**config.mk**
```make
export PLATFORM = sky130hd
export DESIGN_NAME = bitm_timer
export DESIGN_NICKNAME = d
export VERILOG_FILES = /design/src/bitm_pkg.sv /design/src/bitm_base_clk.sv /design/src/bitm_timer.sv
export VERILOG_INCLUDE_DIRS = /design/src
export SDC_FILE = /design/constraint.sdc
export NUM_CORES = 1
export LEC_CHECK = 0
export BUFFER_PORTS_ARGS = -buffer_cell sky130_fd_sc_hd__buf_2
export CORE_ASPECT_RATIO = 2
export CORE_MARGIN = 2
export CORE_UTILIZATION = 53
export CTS_BUF_LIST = sky130_fd_sc_hd__clkbuf_4
export DETAILED_ROUTE_END_ITERATION = 10
export HOLD_SLACK_MARGIN = 0.08
export PLACE_DENSITY_LB_ADDON = 0.2
export SLEW_MARGIN = 40
export SYNTH_ARGS = -nofsm -noshare
export SYNTH_HDL_FRONTEND = slang
export SYNTH_SLANG_ARGS = --single-unit
```
**constraint.sdc**
```tcl
create_clock -name sys_clk_i -period 4.1 [get_ports sys_clk_i]
set_clock_uncertainty 0.1 [all_clocks]
set_input_delay 0.82 -clock sys_clk_i [delete_from_list [all_inputs] [get_ports sys_clk_i]]
set_output_delay 0.82 -clock sys_clk_i [all_outputs]
set_load 0.1 [all_outputs]
```
**src/bitm_params.svh**
```systemverilog
`ifndef BITM_PARAMS_SVH
`define BITM_PARAMS_SVH

// Register indices, byte address is four times the index
`define BITM_IDX_CTRL       16'h7F0E
`define BITM_IDX_SRC        16'h7F0F
`define BITM_IDX_STAT       16'h7F10
`define BITM_IDX_MASK       16'h7F11

// Reset values
`define BITM_RST_CTRL       8'h00
`define BITM_RST_SRC        1'b0
`define BITM_RST_STAT       2'h0
`define BITM_RST_MASK       2'h0

// Control register field positions
`define BITM_B_FAST         7
`define BITM_B_RUN          6
`define BITM_B_CODE_HI      5
`define BITM_B_CODE_LO      4
`define BITM_B_INTERVAL1_FLAG         3
`define BITM_B_IE1          2
`define BITM_B_INTERVAL0_FLAG         1
`define BITM_B_IE0          0

// Status and mask bit positions
`define BITM_S_INT0         0
`define BITM_S_INT1         1

// Interval widths in counter bits (period = 2**width base clock periods)
`define BITM_W_INT1_C00     5'd5
`define BITM_W_INT1_C01     5'd7
`define BITM_W_INT1_C10     5'd9
`define BITM_W_INT1_C11     5'd11
`define BITM_W_INT0_SLOW    5'd14
`define BITM_W_INT0_F00     5'd6
`define BITM_W_INT0_F01     5'd6
`define BITM_W_INT0_F1X     5'd16
`define BITM_W_WDT_SLOW     5'd13
`define BITM_W_WDT_FAST     5'd5

// System clock divider ratio for the divided base source
`define BITM_SYS_DIV        8'd4

// AXI responses
`define BITM_RESP_OKAY      2'h0
`define BITM_RESP_DECERR    2'h3

`endif

```
**src/bitm_pkg.sv**
```systemverilog
package bitm_pkg;

    // Control register layout, bit 7 down to bit 0
    typedef struct packed {
        logic       fast;       // Fast period select
        logic       run;        // Continuous counting
        logic [1:0] code;       // Period code
        logic       interval1_flag;       // Interval 1 flag
        logic       ie1;        // Interval 1 enable
        logic       interval0_flag;       // Interval 0 flag
        logic       ie0;        // Interval 0 enable
    } bitm_ctrl_type;

    // Base input clock source
    typedef enum logic {
        BITM_SRC_OSC    = 1'b0,
        BITM_SRC_SYSDIV = 1'b1
    } bitm_src_type;

    // Interval events of one base tick
    typedef struct packed {
        logic int1;             // Interval 1 elapsed
        logic int0;             // Interval 0 elapsed
        logic wdt;              // Watchdog clock edge
    } bitm_evt_type;

endpackage

```
**src/bitm_base_clk.sv**
```systemverilog
`timescale 1ns/1ps
`include "bitm_params.svh"

module bitm_base_clk
    import bitm_pkg::*;
#(
    parameter logic [7:0] SYS_DIV = `BITM_SYS_DIV
) (
    input  wire logic         sys_clk_i,    // System clock
    input  wire logic         rst_i,        // Async reset, high
    input  wire logic         osc_i,        // First oscillator pin
    input  wire bitm_src_type src_i,        // Source select
    output logic              tick_o        // One base period pulse
);

    logic       osc_s1_q;                   // Sync stage one
    logic       osc_s2_q;                   // Sync stage two
    logic       osc_s3_q;                   // Edge history
    logic [7:0] div_q;                      // System clock divider

    // Oscillator pin passes two flops before use
    always_ff @(posedge sys_clk_i or posedge rst_i) begin
        if (rst_i) begin
            osc_s1_q <= 1'b0;
            osc_s2_q <= 1'b0;
            osc_s3_q <= 1'b0;
        end else begin
            osc_s1_q <= osc_i;
            osc_s2_q <= osc_s1_q;
            osc_s3_q <= osc_s2_q;
        end
    end

    // Free running divider, wraps at the ratio
    always_ff @(posedge sys_clk_i or posedge rst_i) begin
        if (rst_i) begin
            div_q <= 8'h00;
        end else if (div_q >= SYS_DIV - 8'h01) begin
            div_q <= 8'h00;
        end else begin
            div_q <= div_q + 8'h01;
        end
    end

    // base clock source
    // Oscillator must be slower than half the system clock to be seen
    always_ff @(posedge sys_clk_i or posedge rst_i) begin
        if (rst_i) begin
            tick_o <= 1'b0;
        end else if (src_i == BITM_SRC_OSC) begin
            tick_o <= osc_s2_q & ~osc_s3_q;
        end else begin
            tick_o <= (div_q == 8'h00);
        end
    end

endmodule

```
**src/bitm_timer.sv**
```systemverilog
`timescale 1ns/1ps
`include "bitm_params.svh"

// Contract
// - sixteen-bit up-counter, eight interval choices
// - low byte counts base, cascades upward
// - high byte counts base or carry
// - base clock is oscillator or divided
// - run clear halts at zero count
// - fast clear gives 16384 and 8192
// - code sets interval one 32..2048
// - fast set follows code for interval0
// - watchdog clock 32 or 8192 periods
// - interval one flag sticky until written
// - interval zero flag sticky until written
// - enable one with flag requests interrupt
// - enable zero with flag requests interrupt
module bitm_timer
    import bitm_pkg::*;
#(
    parameter int         AW      = 18,             // AXI address width
    parameter logic [7:0] SYS_DIV = `BITM_SYS_DIV   // Divided source ratio
) (
    input  wire logic          sys_clk_i,           // 20 MHz clock
    input  wire logic          rst_i,               // Async reset, high
    input  wire logic          osc_i,               // First oscillator pin
    input  wire logic [AW-1:0] s_axi_awaddr,        // Write address
    input  wire logic          s_axi_awvalid,       // Write address valid
    output logic               s_axi_awready,       // Write address ready
    input  wire logic [31:0]   s_axi_wdata,         // Write data
    input  wire logic [3:0]    s_axi_wstrb,         // Write strobes
    input  wire logic          s_axi_wvalid,        // Write data valid
    output logic               s_axi_wready,        // Write data ready
    output logic [1:0]         s_axi_bresp,         // Write response
    output logic               s_axi_bvalid,        // Write response valid
    input  wire logic          s_axi_bready,        // Write response ready
    input  wire logic [AW-1:0] s_axi_araddr,        // Read address
    input  wire logic          s_axi_arvalid,       // Read address valid
    output logic               s_axi_arready,       // Read address ready
    output logic [31:0]        s_axi_rdata,         // Read data
    output logic [1:0]         s_axi_rresp,         // Read response
    output logic               s_axi_rvalid,        // Read data valid
    input  wire logic          s_axi_rready,        // Read data ready
    output logic               irq_o,               // Masked status interrupt
    output logic               vec_irq_o,           // Interval interrupt request
    output logic               hold_release_o,      // Deep hold release
    output logic               wdt_tick_o           // Watchdog clock pulse
);

    bitm_ctrl_type   ctrl_q;                        // Control register
    bitm_src_type    src_q;                         // Base source select
    logic [1:0]      stat_q;                        // Sticky event status
    logic [1:0]      mask_q;                        // Interrupt mask
    logic [7:0]      lo_q;                          // Low counter byte
    logic [7:0]      hi_q;                          // High counter byte
    logic            tick;                          // Base period pulse
    logic            adv;                           // Counter advances now
    logic            direct;                        // High byte counts base
    logic [15:0]     cnt;                           // Full count value
    bitm_evt_type    evt;                           // Events of this tick
    logic [AW-1:0]   awaddr_q;                      // Held write address
    logic            aw_have_q;                     // Write address held
    logic [31:0]     wdata_q;                       // Held write data
    logic [3:0]      wstrb_q;                       // Held write strobes
    logic            w_have_q;                      // Write data held
    logic            wr_go;                         // Perform write now
    logic            wr_ctrl;                       // Write hits control
    logic            wr_src;                        // Write hits source
    logic            wr_stat;                       // Write hits status
    logic            wr_mask;                       // Write hits mask
    logic [7:0]      wbyte;                         // Written low byte

    // Byte address of a register index
    function automatic logic [AW-1:0] reg_addr(input logic [15:0] idx);
        reg_addr = AW'({idx, 2'b00});
    endfunction

    // True when the lowest w bits of v are all ones
    function automatic logic low_ones(input logic [15:0] v, input logic [4:0] w);
        logic r;
        r = 1'b1;
        for (int i = 0; i < 16; i++) begin
            if ((5'(i) < w) && !v[i]) begin
                r = 1'b0;
            end
        end
        low_ones = r;
    endfunction

    // Decoder of mapped addresses, word aligned
    function automatic logic is_mapped(input logic [AW-1:0] a);
        is_mapped = (a == reg_addr(`BITM_IDX_CTRL)) || (a == reg_addr(`BITM_IDX_SRC))
                 || (a == reg_addr(`BITM_IDX_STAT)) || (a == reg_addr(`BITM_IDX_MASK));
    endfunction

    bitm_base_clk #(
        .SYS_DIV (SYS_DIV)
    ) u_base_clk (
        .sys_clk_i (sys_clk_i),
        .rst_i     (rst_i),
        .osc_i     (osc_i),
        .src_i     (src_q),
        .tick_o    (tick)
    );

    assign cnt = {hi_q, lo_q};

    // high byte takes base directly in short fast modes
    assign direct = ctrl_q.fast & ~ctrl_q.code[1];

    // halt once count is zero with run clear
    assign adv = tick & (ctrl_q.run | (cnt != 16'h0000));

    // Interval events decoded from count about to roll
    always_comb begin
        evt = '0;
        if (adv) begin
            // interval one follows period code only
            case (ctrl_q.code)
                2'b00:   evt.int1 = low_ones(cnt, `BITM_W_INT1_C00);
                2'b01:   evt.int1 = low_ones(cnt, `BITM_W_INT1_C01);
                2'b10:   evt.int1 = low_ones(cnt, `BITM_W_INT1_C10);
                default: evt.int1 = low_ones(cnt, `BITM_W_INT1_C11);
            endcase
            if (!ctrl_q.fast) begin
                evt.int0 = low_ones(cnt, `BITM_W_INT0_SLOW);
                evt.wdt  = low_ones(cnt, `BITM_W_WDT_SLOW);
            end else begin
                // fast setting, interval zero by code
                case (ctrl_q.code)
                    2'b00:   evt.int0 = low_ones({8'h00, hi_q}, `BITM_W_INT0_F00);
                    2'b01:   evt.int0 = low_ones({8'h00, hi_q}, `BITM_W_INT0_F01);
                    default: evt.int0 = low_ones(cnt, `BITM_W_INT0_F1X);
                endcase
                evt.wdt = direct ? low_ones({8'h00, hi_q}, `BITM_W_WDT_FAST)
                                 : low_ones(cnt, `BITM_W_WDT_SLOW);
            end
        end
    end

    // low byte counts base, high byte counts carry or, when direct, base
    always_ff @(posedge sys_clk_i or posedge rst_i) begin
        if (rst_i) begin
            lo_q <= 8'h00;
            hi_q <= 8'h00;
        end else if (adv) begin
            lo_q <= lo_q + 8'h01;
            if (direct || (lo_q == 8'hFF)) begin
                hi_q <= hi_q + 8'h01;
            end
        end
    end

    // Write path strobes, only byte lane 0 carries data
    assign wr_go   = aw_have_q & w_have_q & ~s_axi_bvalid;
    assign wbyte   = wdata_q[7:0];
    assign wr_ctrl = wr_go & wstrb_q[0] & (awaddr_q == reg_addr(`BITM_IDX_CTRL));
    assign wr_src  = wr_go & wstrb_q[0] & (awaddr_q == reg_addr(`BITM_IDX_SRC));
    assign wr_stat = wr_go & wstrb_q[0] & (awaddr_q == reg_addr(`BITM_IDX_STAT));
    assign wr_mask = wr_go & wstrb_q[0] & (awaddr_q == reg_addr(`BITM_IDX_MASK));

    // Write address channel, held until write done
    always_ff @(posedge sys_clk_i or posedge rst_i) begin
        if (rst_i) begin
            aw_have_q     <= 1'b0;
            awaddr_q      <= '0;
            s_axi_awready <= 1'b1;
        end else if (s_axi_awvalid && s_axi_awready) begin
            aw_have_q     <= 1'b1;
            awaddr_q      <= s_axi_awaddr;
            s_axi_awready <= 1'b0;
        end else if (wr_go) begin
            aw_have_q     <= 1'b0;
        end else if (s_axi_bvalid && s_axi_bready) begin
            s_axi_awready <= 1'b1;
        end
    end

    // Write data channel, taken in any order to address
    always_ff @(posedge sys_clk_i or posedge rst_i) begin
        if (rst_i) begin
            w_have_q     <= 1'b0;
            wdata_q      <= 32'h0000_0000;
            wstrb_q      <= 4'h0;
            s_axi_wready <= 1'b1;
        end else if (s_axi_wvalid && s_axi_wready) begin
            w_have_q     <= 1'b1;
            wdata_q      <= s_axi_wdata;
            wstrb_q      <= s_axi_wstrb;
            s_axi_wready <= 1'b0;
        end else if (wr_go) begin
            w_have_q     <= 1'b0;
        end else if (s_axi_bvalid && s_axi_bready) begin
            s_axi_wready <= 1'b1;
        end
    end

    // Write response, decode error on unmapped address
    always_ff @(posedge sys_clk_i or posedge rst_i) begin
        if (rst_i) begin
            s_axi_bvalid <= 1'b0;
            s_axi_bresp  <= `BITM_RESP_OKAY;
        end else if (wr_go) begin
            s_axi_bvalid <= 1'b1;
            s_axi_bresp  <= is_mapped(awaddr_q) ? `BITM_RESP_OKAY : `BITM_RESP_DECERR;
        end else if (s_axi_bready) begin
            s_axi_bvalid <= 1'b0;
        end
    end

    // Control register; flags stored as written, events set them
    always_ff @(posedge sys_clk_i or posedge rst_i) begin
        if (rst_i) begin
            ctrl_q <= bitm_ctrl_type'(`BITM_RST_CTRL);
        end else begin
            if (wr_ctrl) begin
                ctrl_q <= bitm_ctrl_type'(wbyte);
            end
            // flags only fall by software write
            // interval one flag set, set wins
            if (evt.int1) begin
                ctrl_q.interval1_flag <= 1'b1;
            end
            // interval zero flag set, set wins
            if (evt.int0) begin
                ctrl_q.interval0_flag <= 1'b1;
            end
        end
    end

    // Source select and interrupt mask
    always_ff @(posedge sys_clk_i or posedge rst_i) begin
        if (rst_i) begin
            src_q  <= BITM_SRC_OSC;
            mask_q <= `BITM_RST_MASK;
        end else begin
            if (wr_src) begin
                src_q <= bitm_src_type'(wbyte[0]);
            end
            if (wr_mask) begin
                mask_q <= wbyte[1:0];
            end
        end
    end

    // Sticky status, write one clears, new event wins
    always_ff @(posedge sys_clk_i or posedge rst_i) begin
        if (rst_i) begin
            stat_q <= `BITM_RST_STAT;
        end else begin
            stat_q <= (stat_q & ~(wr_stat ? wbyte[1:0] : 2'b00))
                    | {evt.int1, evt.int0};
        end
    end

    // Read channel, answer one cycle after address taken
    always_ff @(posedge sys_clk_i or posedge rst_i) begin
        if (rst_i) begin
            s_axi_arready <= 1'b1;
            s_axi_rvalid  <= 1'b0;
            s_axi_rdata   <= 32'h0000_0000;
            s_axi_rresp   <= `BITM_RESP_OKAY;
        end else if (s_axi_arvalid && s_axi_arready) begin
            s_axi_arready <= 1'b0;
            s_axi_rvalid  <= 1'b1;
            s_axi_rresp   <= `BITM_RESP_OKAY;
            if (s_axi_araddr == reg_addr(`BITM_IDX_CTRL)) begin
                s_axi_rdata <= {24'h000000, ctrl_q};
            end else if (s_axi_araddr == reg_addr(`BITM_IDX_SRC)) begin
                s_axi_rdata <= {31'h00000000, src_q};
            end else if (s_axi_araddr == reg_addr(`BITM_IDX_STAT)) begin
                s_axi_rdata <= {30'h00000000, stat_q};
            end else if (s_axi_araddr == reg_addr(`BITM_IDX_MASK)) begin
                s_axi_rdata <= {30'h00000000, mask_q};
            end else begin
                // Unmapped address
                s_axi_rdata <= 32'h0000_0000;
                s_axi_rresp <= `BITM_RESP_DECERR;
            end
        end else if (s_axi_rvalid && s_axi_rready) begin
            s_axi_rvalid  <= 1'b0;
            s_axi_arready <= 1'b1;
        end
    end

    // Registered outputs; flag outputs one cycle behind the flags, watchdog pulse one cycle behind its event
    always_ff @(posedge sys_clk_i or posedge rst_i) begin
        if (rst_i) begin
            irq_o          <= 1'b0;
            vec_irq_o      <= 1'b0;
            hold_release_o <= 1'b0;
            wdt_tick_o     <= 1'b0;
        end else begin
            irq_o          <= |(stat_q & mask_q);
            vec_irq_o      <= (ctrl_q.ie1 & ctrl_q.interval1_flag) | (ctrl_q.ie0 & ctrl_q.interval0_flag);
            hold_release_o <= (ctrl_q.ie1 & ctrl_q.interval1_flag) | (ctrl_q.ie0 & ctrl_q.interval0_flag);
            wdt_tick_o     <= evt.wdt;
        end
    end

endmodule

```
[After elaboration in Yosys (flattened, before gate mapping)]
Index checks and enable logic that the tools add are counted.
Storage, ports and cells
  flip-flop bits (word level): 114
  input port bits: 80
  output and inout port bits: 45
  logic and storage cells: 151
Cells by class
  $add $sub $neg: 3
  $lt $le $gt $ge: 1
  equality and inequality tests: 13
  multiplexer cells: 55
  bitwise operators: 21
  reduce and logical (&&, ||, !) cells: 25
Operator list (number)
  $eq A18 B17 Y1 const B: 8
  $mux W1: 40
  $add A8 B1 Y8 const B: 3
  $mux W2: 10
  $mux W8: 2
  $reduce_bool A16 Y1: 1
  $reduce_bool A2 Y1: 8
  $and A1 B1 Y1: 12
  $eq A8 B8 Y1 const B: 1
  $ge A8 B2 Y1 const B: 1
  $logic_not A8 Y1: 1
  $reduce_and A2 Y1: 3
  $logic_and A1 B1 Y1: 5
  $and A2 B2 Y2: 2
  $logic_or A1 B1 Y1: 4
  $mux W4: 1
  $ne A2 B1 Y1 const B: 2
  $reduce_or A2 Y1: 2
  $mux W3: 1
  $not A1 Y1: 3
  $pmux W1 S3: 1
  $eq A2 B1 Y1 const B: 1
  $eq A2 B2 Y1 const B: 1
  $logic_not A2 Y1: 1
  other kinds (3): 4

[Logic depth before layout (Yosys ltp)]
  depth after elaboration: 20
  mapped depth: 7
  mapped depth without buffers: 6

[Cells and area by module]
Synthesis repeated with hierarchy kept, for this count alone.
Unflattened totals
  cells, all modules: 325
  area, all modules: 4007.6 µm²
By module, submodules not included
  bitm_timer: instances 1, cells an instance 300, area each 3608.5 µm², seq. area each 1905.6 µm²
  bitm_base_clk: instances 1, cells an instance 25, area each 399.1 µm², seq. area each 300.3 µm²

[Least setup slack after synthesis]
OpenSTA, ideal clock, no wires.
  path kind: input port to flip-flop
  from: input port s_axi_araddr[1]
  to: register s_axi_rdata[2]
  setup time: 69 ps
  arrival: 2209 ps
  required time: 3931 ps
  path slack: 1722 ps
  cell stages on the path: 4
  buffers on the path: 0
  path through: or4_4 > or4_4 > nor4_4 > a22o_1
On the way
  word-level cells in the longest chain between the ends: 2
RTL lines
  from (decl): RTL line bitm_timer.sv:37  | input wire logic [AW-1:0] s_axi_araddr,
  $eq A18 B17 Y1: RTL line bitm_timer.sv:267  | if (s_axi_araddr == reg_addr(`BITM_IDX_CTRL)) begin
  $mux W8: RTL line bitm_timer.sv:267
  to (signal assigned): RTL line bitm_timer.sv:268  | s_axi_rdata <= {24'h000000, ctrl_q};
  to (signal assigned): RTL line bitm_timer.sv:270  | s_axi_rdata <= {31'h00000000, src_q};
  to (signal assigned): RTL line bitm_timer.sv:272  | s_axi_rdata <= {30'h00000000, stat_q};
  to (decl): RTL line bitm_timer.sv:40  | output logic [31:0] s_axi_rdata,
No other way between the ends.
A chain may end at the register's enable or synchronous reset.

[Final worst setup path]
  from: register s_axi_awready
  to: output port s_axi_awready
RTL lines
  from (decl): RTL line bitm_timer.sv:29  | output logic s_axi_awready,
  from (signal assigned): RTL line bitm_timer.sv:167  | s_axi_awready <= 1'b1;
  from (signal assigned): RTL line bitm_timer.sv:171  | s_axi_awready <= 1'b0;
  from (signal assigned): RTL line bitm_timer.sv:175  | s_axi_awready <= 1'b1;
No word-level cell between the ends.

==> run summary <==
run status = completed
R2R setup slack = 1990 ps
Nets = 505
clock sinks = 88
Resized Gates After CTS = 0
pwr/cell area = 466.2 mW/mm²
r2r worst-path depth = 4
DR WL/cell = 14.09 µm
Seq. cell area = 0.002206 mm²
Critical path buffers and inverters = 1
global route overflow = 0
number of library cell types mapped by synthesis = 49
# hold bufs at CTS = 0
most common cell in the netlist = dfrtp_1
warning count from the yosys run = 0
CORE AREA = 0.007488 mm²
Final Max Tran Viols = 0
crit-path max cell delay = 570 ps
delay-heaviest family, CP = flip-flops
GPL Wtd Cong = 0.9130
initial DRC count = 117
RSZ-0062 raised after global routing = no
Critical Path RT = 3180 ps
Tightest Pin Transition = 728.1 ps
placed cell area = 0.004420 mm²
vias per cell = 5.318
slew margin rel. = 51.34%
asr flop ratio synth = 100.0%
largest net degree at the start of global routing = 63
Pleak = 2.214 nW
CTS Buffer Depth = 2
period utilization = 57.55%
global-route wire length before repair = 12,040 µm
H-tree Lvls = 3
clock slew at reported path FFs = 120 ps
total negative slack = 0 ps
chip width = 65.62 µm
Fill cells = 648
Worst VDD drop = 0.3061 mV
hold depth = 0
CP max FO = 3
EDFF count, synth = 0
TritonCTS clock tree = built
CTS Buf Count = 9
Levels on crit path = 1
via count = 2,744
Multi-input gate area = 0.001640 mm²
initial antenna violation count = 1
syn avg cell area = 12.09 µm²
Initial Utilization = 53.75%
Ports = 125
Remaining DRCs = 0
die height = 127.2 µm
iteration count of the initial detailed-routing pass = 5
gr usage total = 18.89%
Final Hold Vio Count = 0
ANT nets after route = 0
CP endpoint kind = output port
number of global-route vias before repair = 2,633
area share of the largest cell type after synthesis = 52.84%
Final setup viols = 0
Layout area overhead = 13.09%
minimum clock period after layout = 2359 ps
Max Cap Violations = 0
layout cells sized above 1 = 33.25%
CP cell instances = buf_2
Hold Startpoint = u_base_clk.osc_s1_q
commonest cells in the netlist = dfrtp_1 (85), mux2_2 (39), buf_4 (27), nand2_1 (21), inv_1 (17)
CP Launch Type = flop
f_max = 0.4238 GHz
total power = 0.002122 W
Critical-path top delay cell = dfstp_2
Reg2Reg Capture Point = mask_q[0]
DIE AREA = 0.008350 mm²
post-CTS setup buffer count = 0
CTS root buf = clkbuf_4
fin area = 0.004552 mm²
synthesized cell area = 0.004025 mm²
Worst Hold Class = flop to flop
Rows = 45
Worst-Skew Late Latency = 450 ps
Hold EP = u_base_clk.osc_s2_q
crit path DAT = 1440 ps
origin of the critical flop-to-flop path = awaddr_q[7]
cell type with the largest total area after synthesis = dfrtp_1
Synth area leaders = dfrtp_1 (53%), mux2_2 (11%), buf_4 (5.0%)
Seq/Total Area, Yosys = 54.80%
Crit Path Category = flop to output port
HPWL after DPL = 5471 µm
port bufs = 73
Synth Flop Type = dfrtp_1
Cells after Synth = 333
flops & latches, synth = 88
final WL = 7269 µm
==> power breakdown <==
part / internal (W) / leakage, nW / switching, W / total (W)
Combinational: 0.000175 / 1.00 / 0.000354 / 0.000529
Clock: 0.000194 / 0.0704 / 0.000270 / 0.000464
Sequential: 0.00103 / 1.14 / 0.000102 / 0.00113
Total: 0.00140 / 2.21 / 0.000726 / 0.00212
==> metrics by stage <==
stage          cells  worst slack (ps)  util (%)  hold WS, ps
3_5_place_dp     500              1518     59.03        249.6
2_1_floorplan    362             906.4         -        231.2
5_1_grt          516              1677     60.79        276.2
4_1_cts          515              1705     60.75        271.7
3_3_place_gp     500              1538     58.98        239.3
6_report         516              1741     60.79        270.5
==> registers in the layout, indices dropped and copies added (netlist names), 2 cells and up <==
register,flops
wdata_q,8
awaddr_q,18
stat_q,2
ctrl_q,8
u_base_clk.div_q,8
lo_q,8
mask_q,2
s_axi_rdata,8
hi_q,8
==> worst max-delay path by stage <==
| stage | from | end |
|---|---|---|
| finish | s_axi_awready | s_axi_awready |
| global route | s_axi_awready | s_axi_awready |
| CTS | s_axi_awready | s_axi_awready |
| detailed placement | s_axi_araddr[1] | s_axi_rdata[2] |
| global placement | s_axi_araddr[1] | s_axi_rdata[2] |
| floorplan | rst_i | aw_have_q |
==> area by class of cell <==
type	instances	share of cell area [%]
Sequential cell	88	48.46
Multi-Input combinational cell	225	36.04
Timing Repair Buffer	76	8.521
Tap cell	94	2.584
Clock buffer	11	1.814
Inverter	17	1.512
Clock inverter	4	1.017
Antenna cell	1	0.05498
==> routing by layer <==
layer	up-vias	track usage (%)	wire [µm]
met5	-	0	0
met4	0	10.66	221
met3	16	6.162	465
met2	94	27.81	3535
met1	1326	24.31	3048
li1	1308	-	-
==> cells in the final DEF, fill, tap and decap left out, types with 2 or more instances in the layout <==
| cell type | n |
|---|---|
| a22o_1 | 9 |
| nand4b_1 | 4 |
| buf_4 | 3 |
| clkbuf_4 | 11 |
| nor2_1 | 10 |
| ha_1 | 8 |
| nor3b_1 | 3 |
| nand4_1 | 8 |
| and3_1 | 5 |
| xnor2_1 | 12 |
| buf_2 | 73 |
| or4_4 | 2 |
| a2111oi_0 | 2 |
| nor3_1 | 4 |
| and2_1 | 2 |
| nand2b_1 | 4 |
| and4b_1 | 2 |
| o21ai_0 | 10 |
| and4_1 | 2 |
| o22ai_1 | 3 |
| nor4b_1 | 3 |
| mux2i_1 | 3 |
| mux2_2 | 39 |
| nor2b_1 | 3 |
| dfstp_2 | 3 |
| conb_1 | 30 |
| nand3_1 | 14 |
| nand2_1 | 21 |
| dfrtp_1 | 85 |
| nor4_1 | 4 |
| inv_1 | 16 |
==> logic make-up (layout without fill, tap and decap cells) <==
family	after synthesis	count (layout)	synth area share (%)
and+or+nand+nor	97	97	14.64
DFF	88	88	54.80
buffers and inverters	49	108	7.149
muxes	42	42	11.66
AOI/OAI and AO/OA	36	36	6.560
xor gates and xnor gates	12	12	2.611
adders and majority gates	8	8	2.487
other	1	31	0.09317
Power figures use the tool's default switching activity.
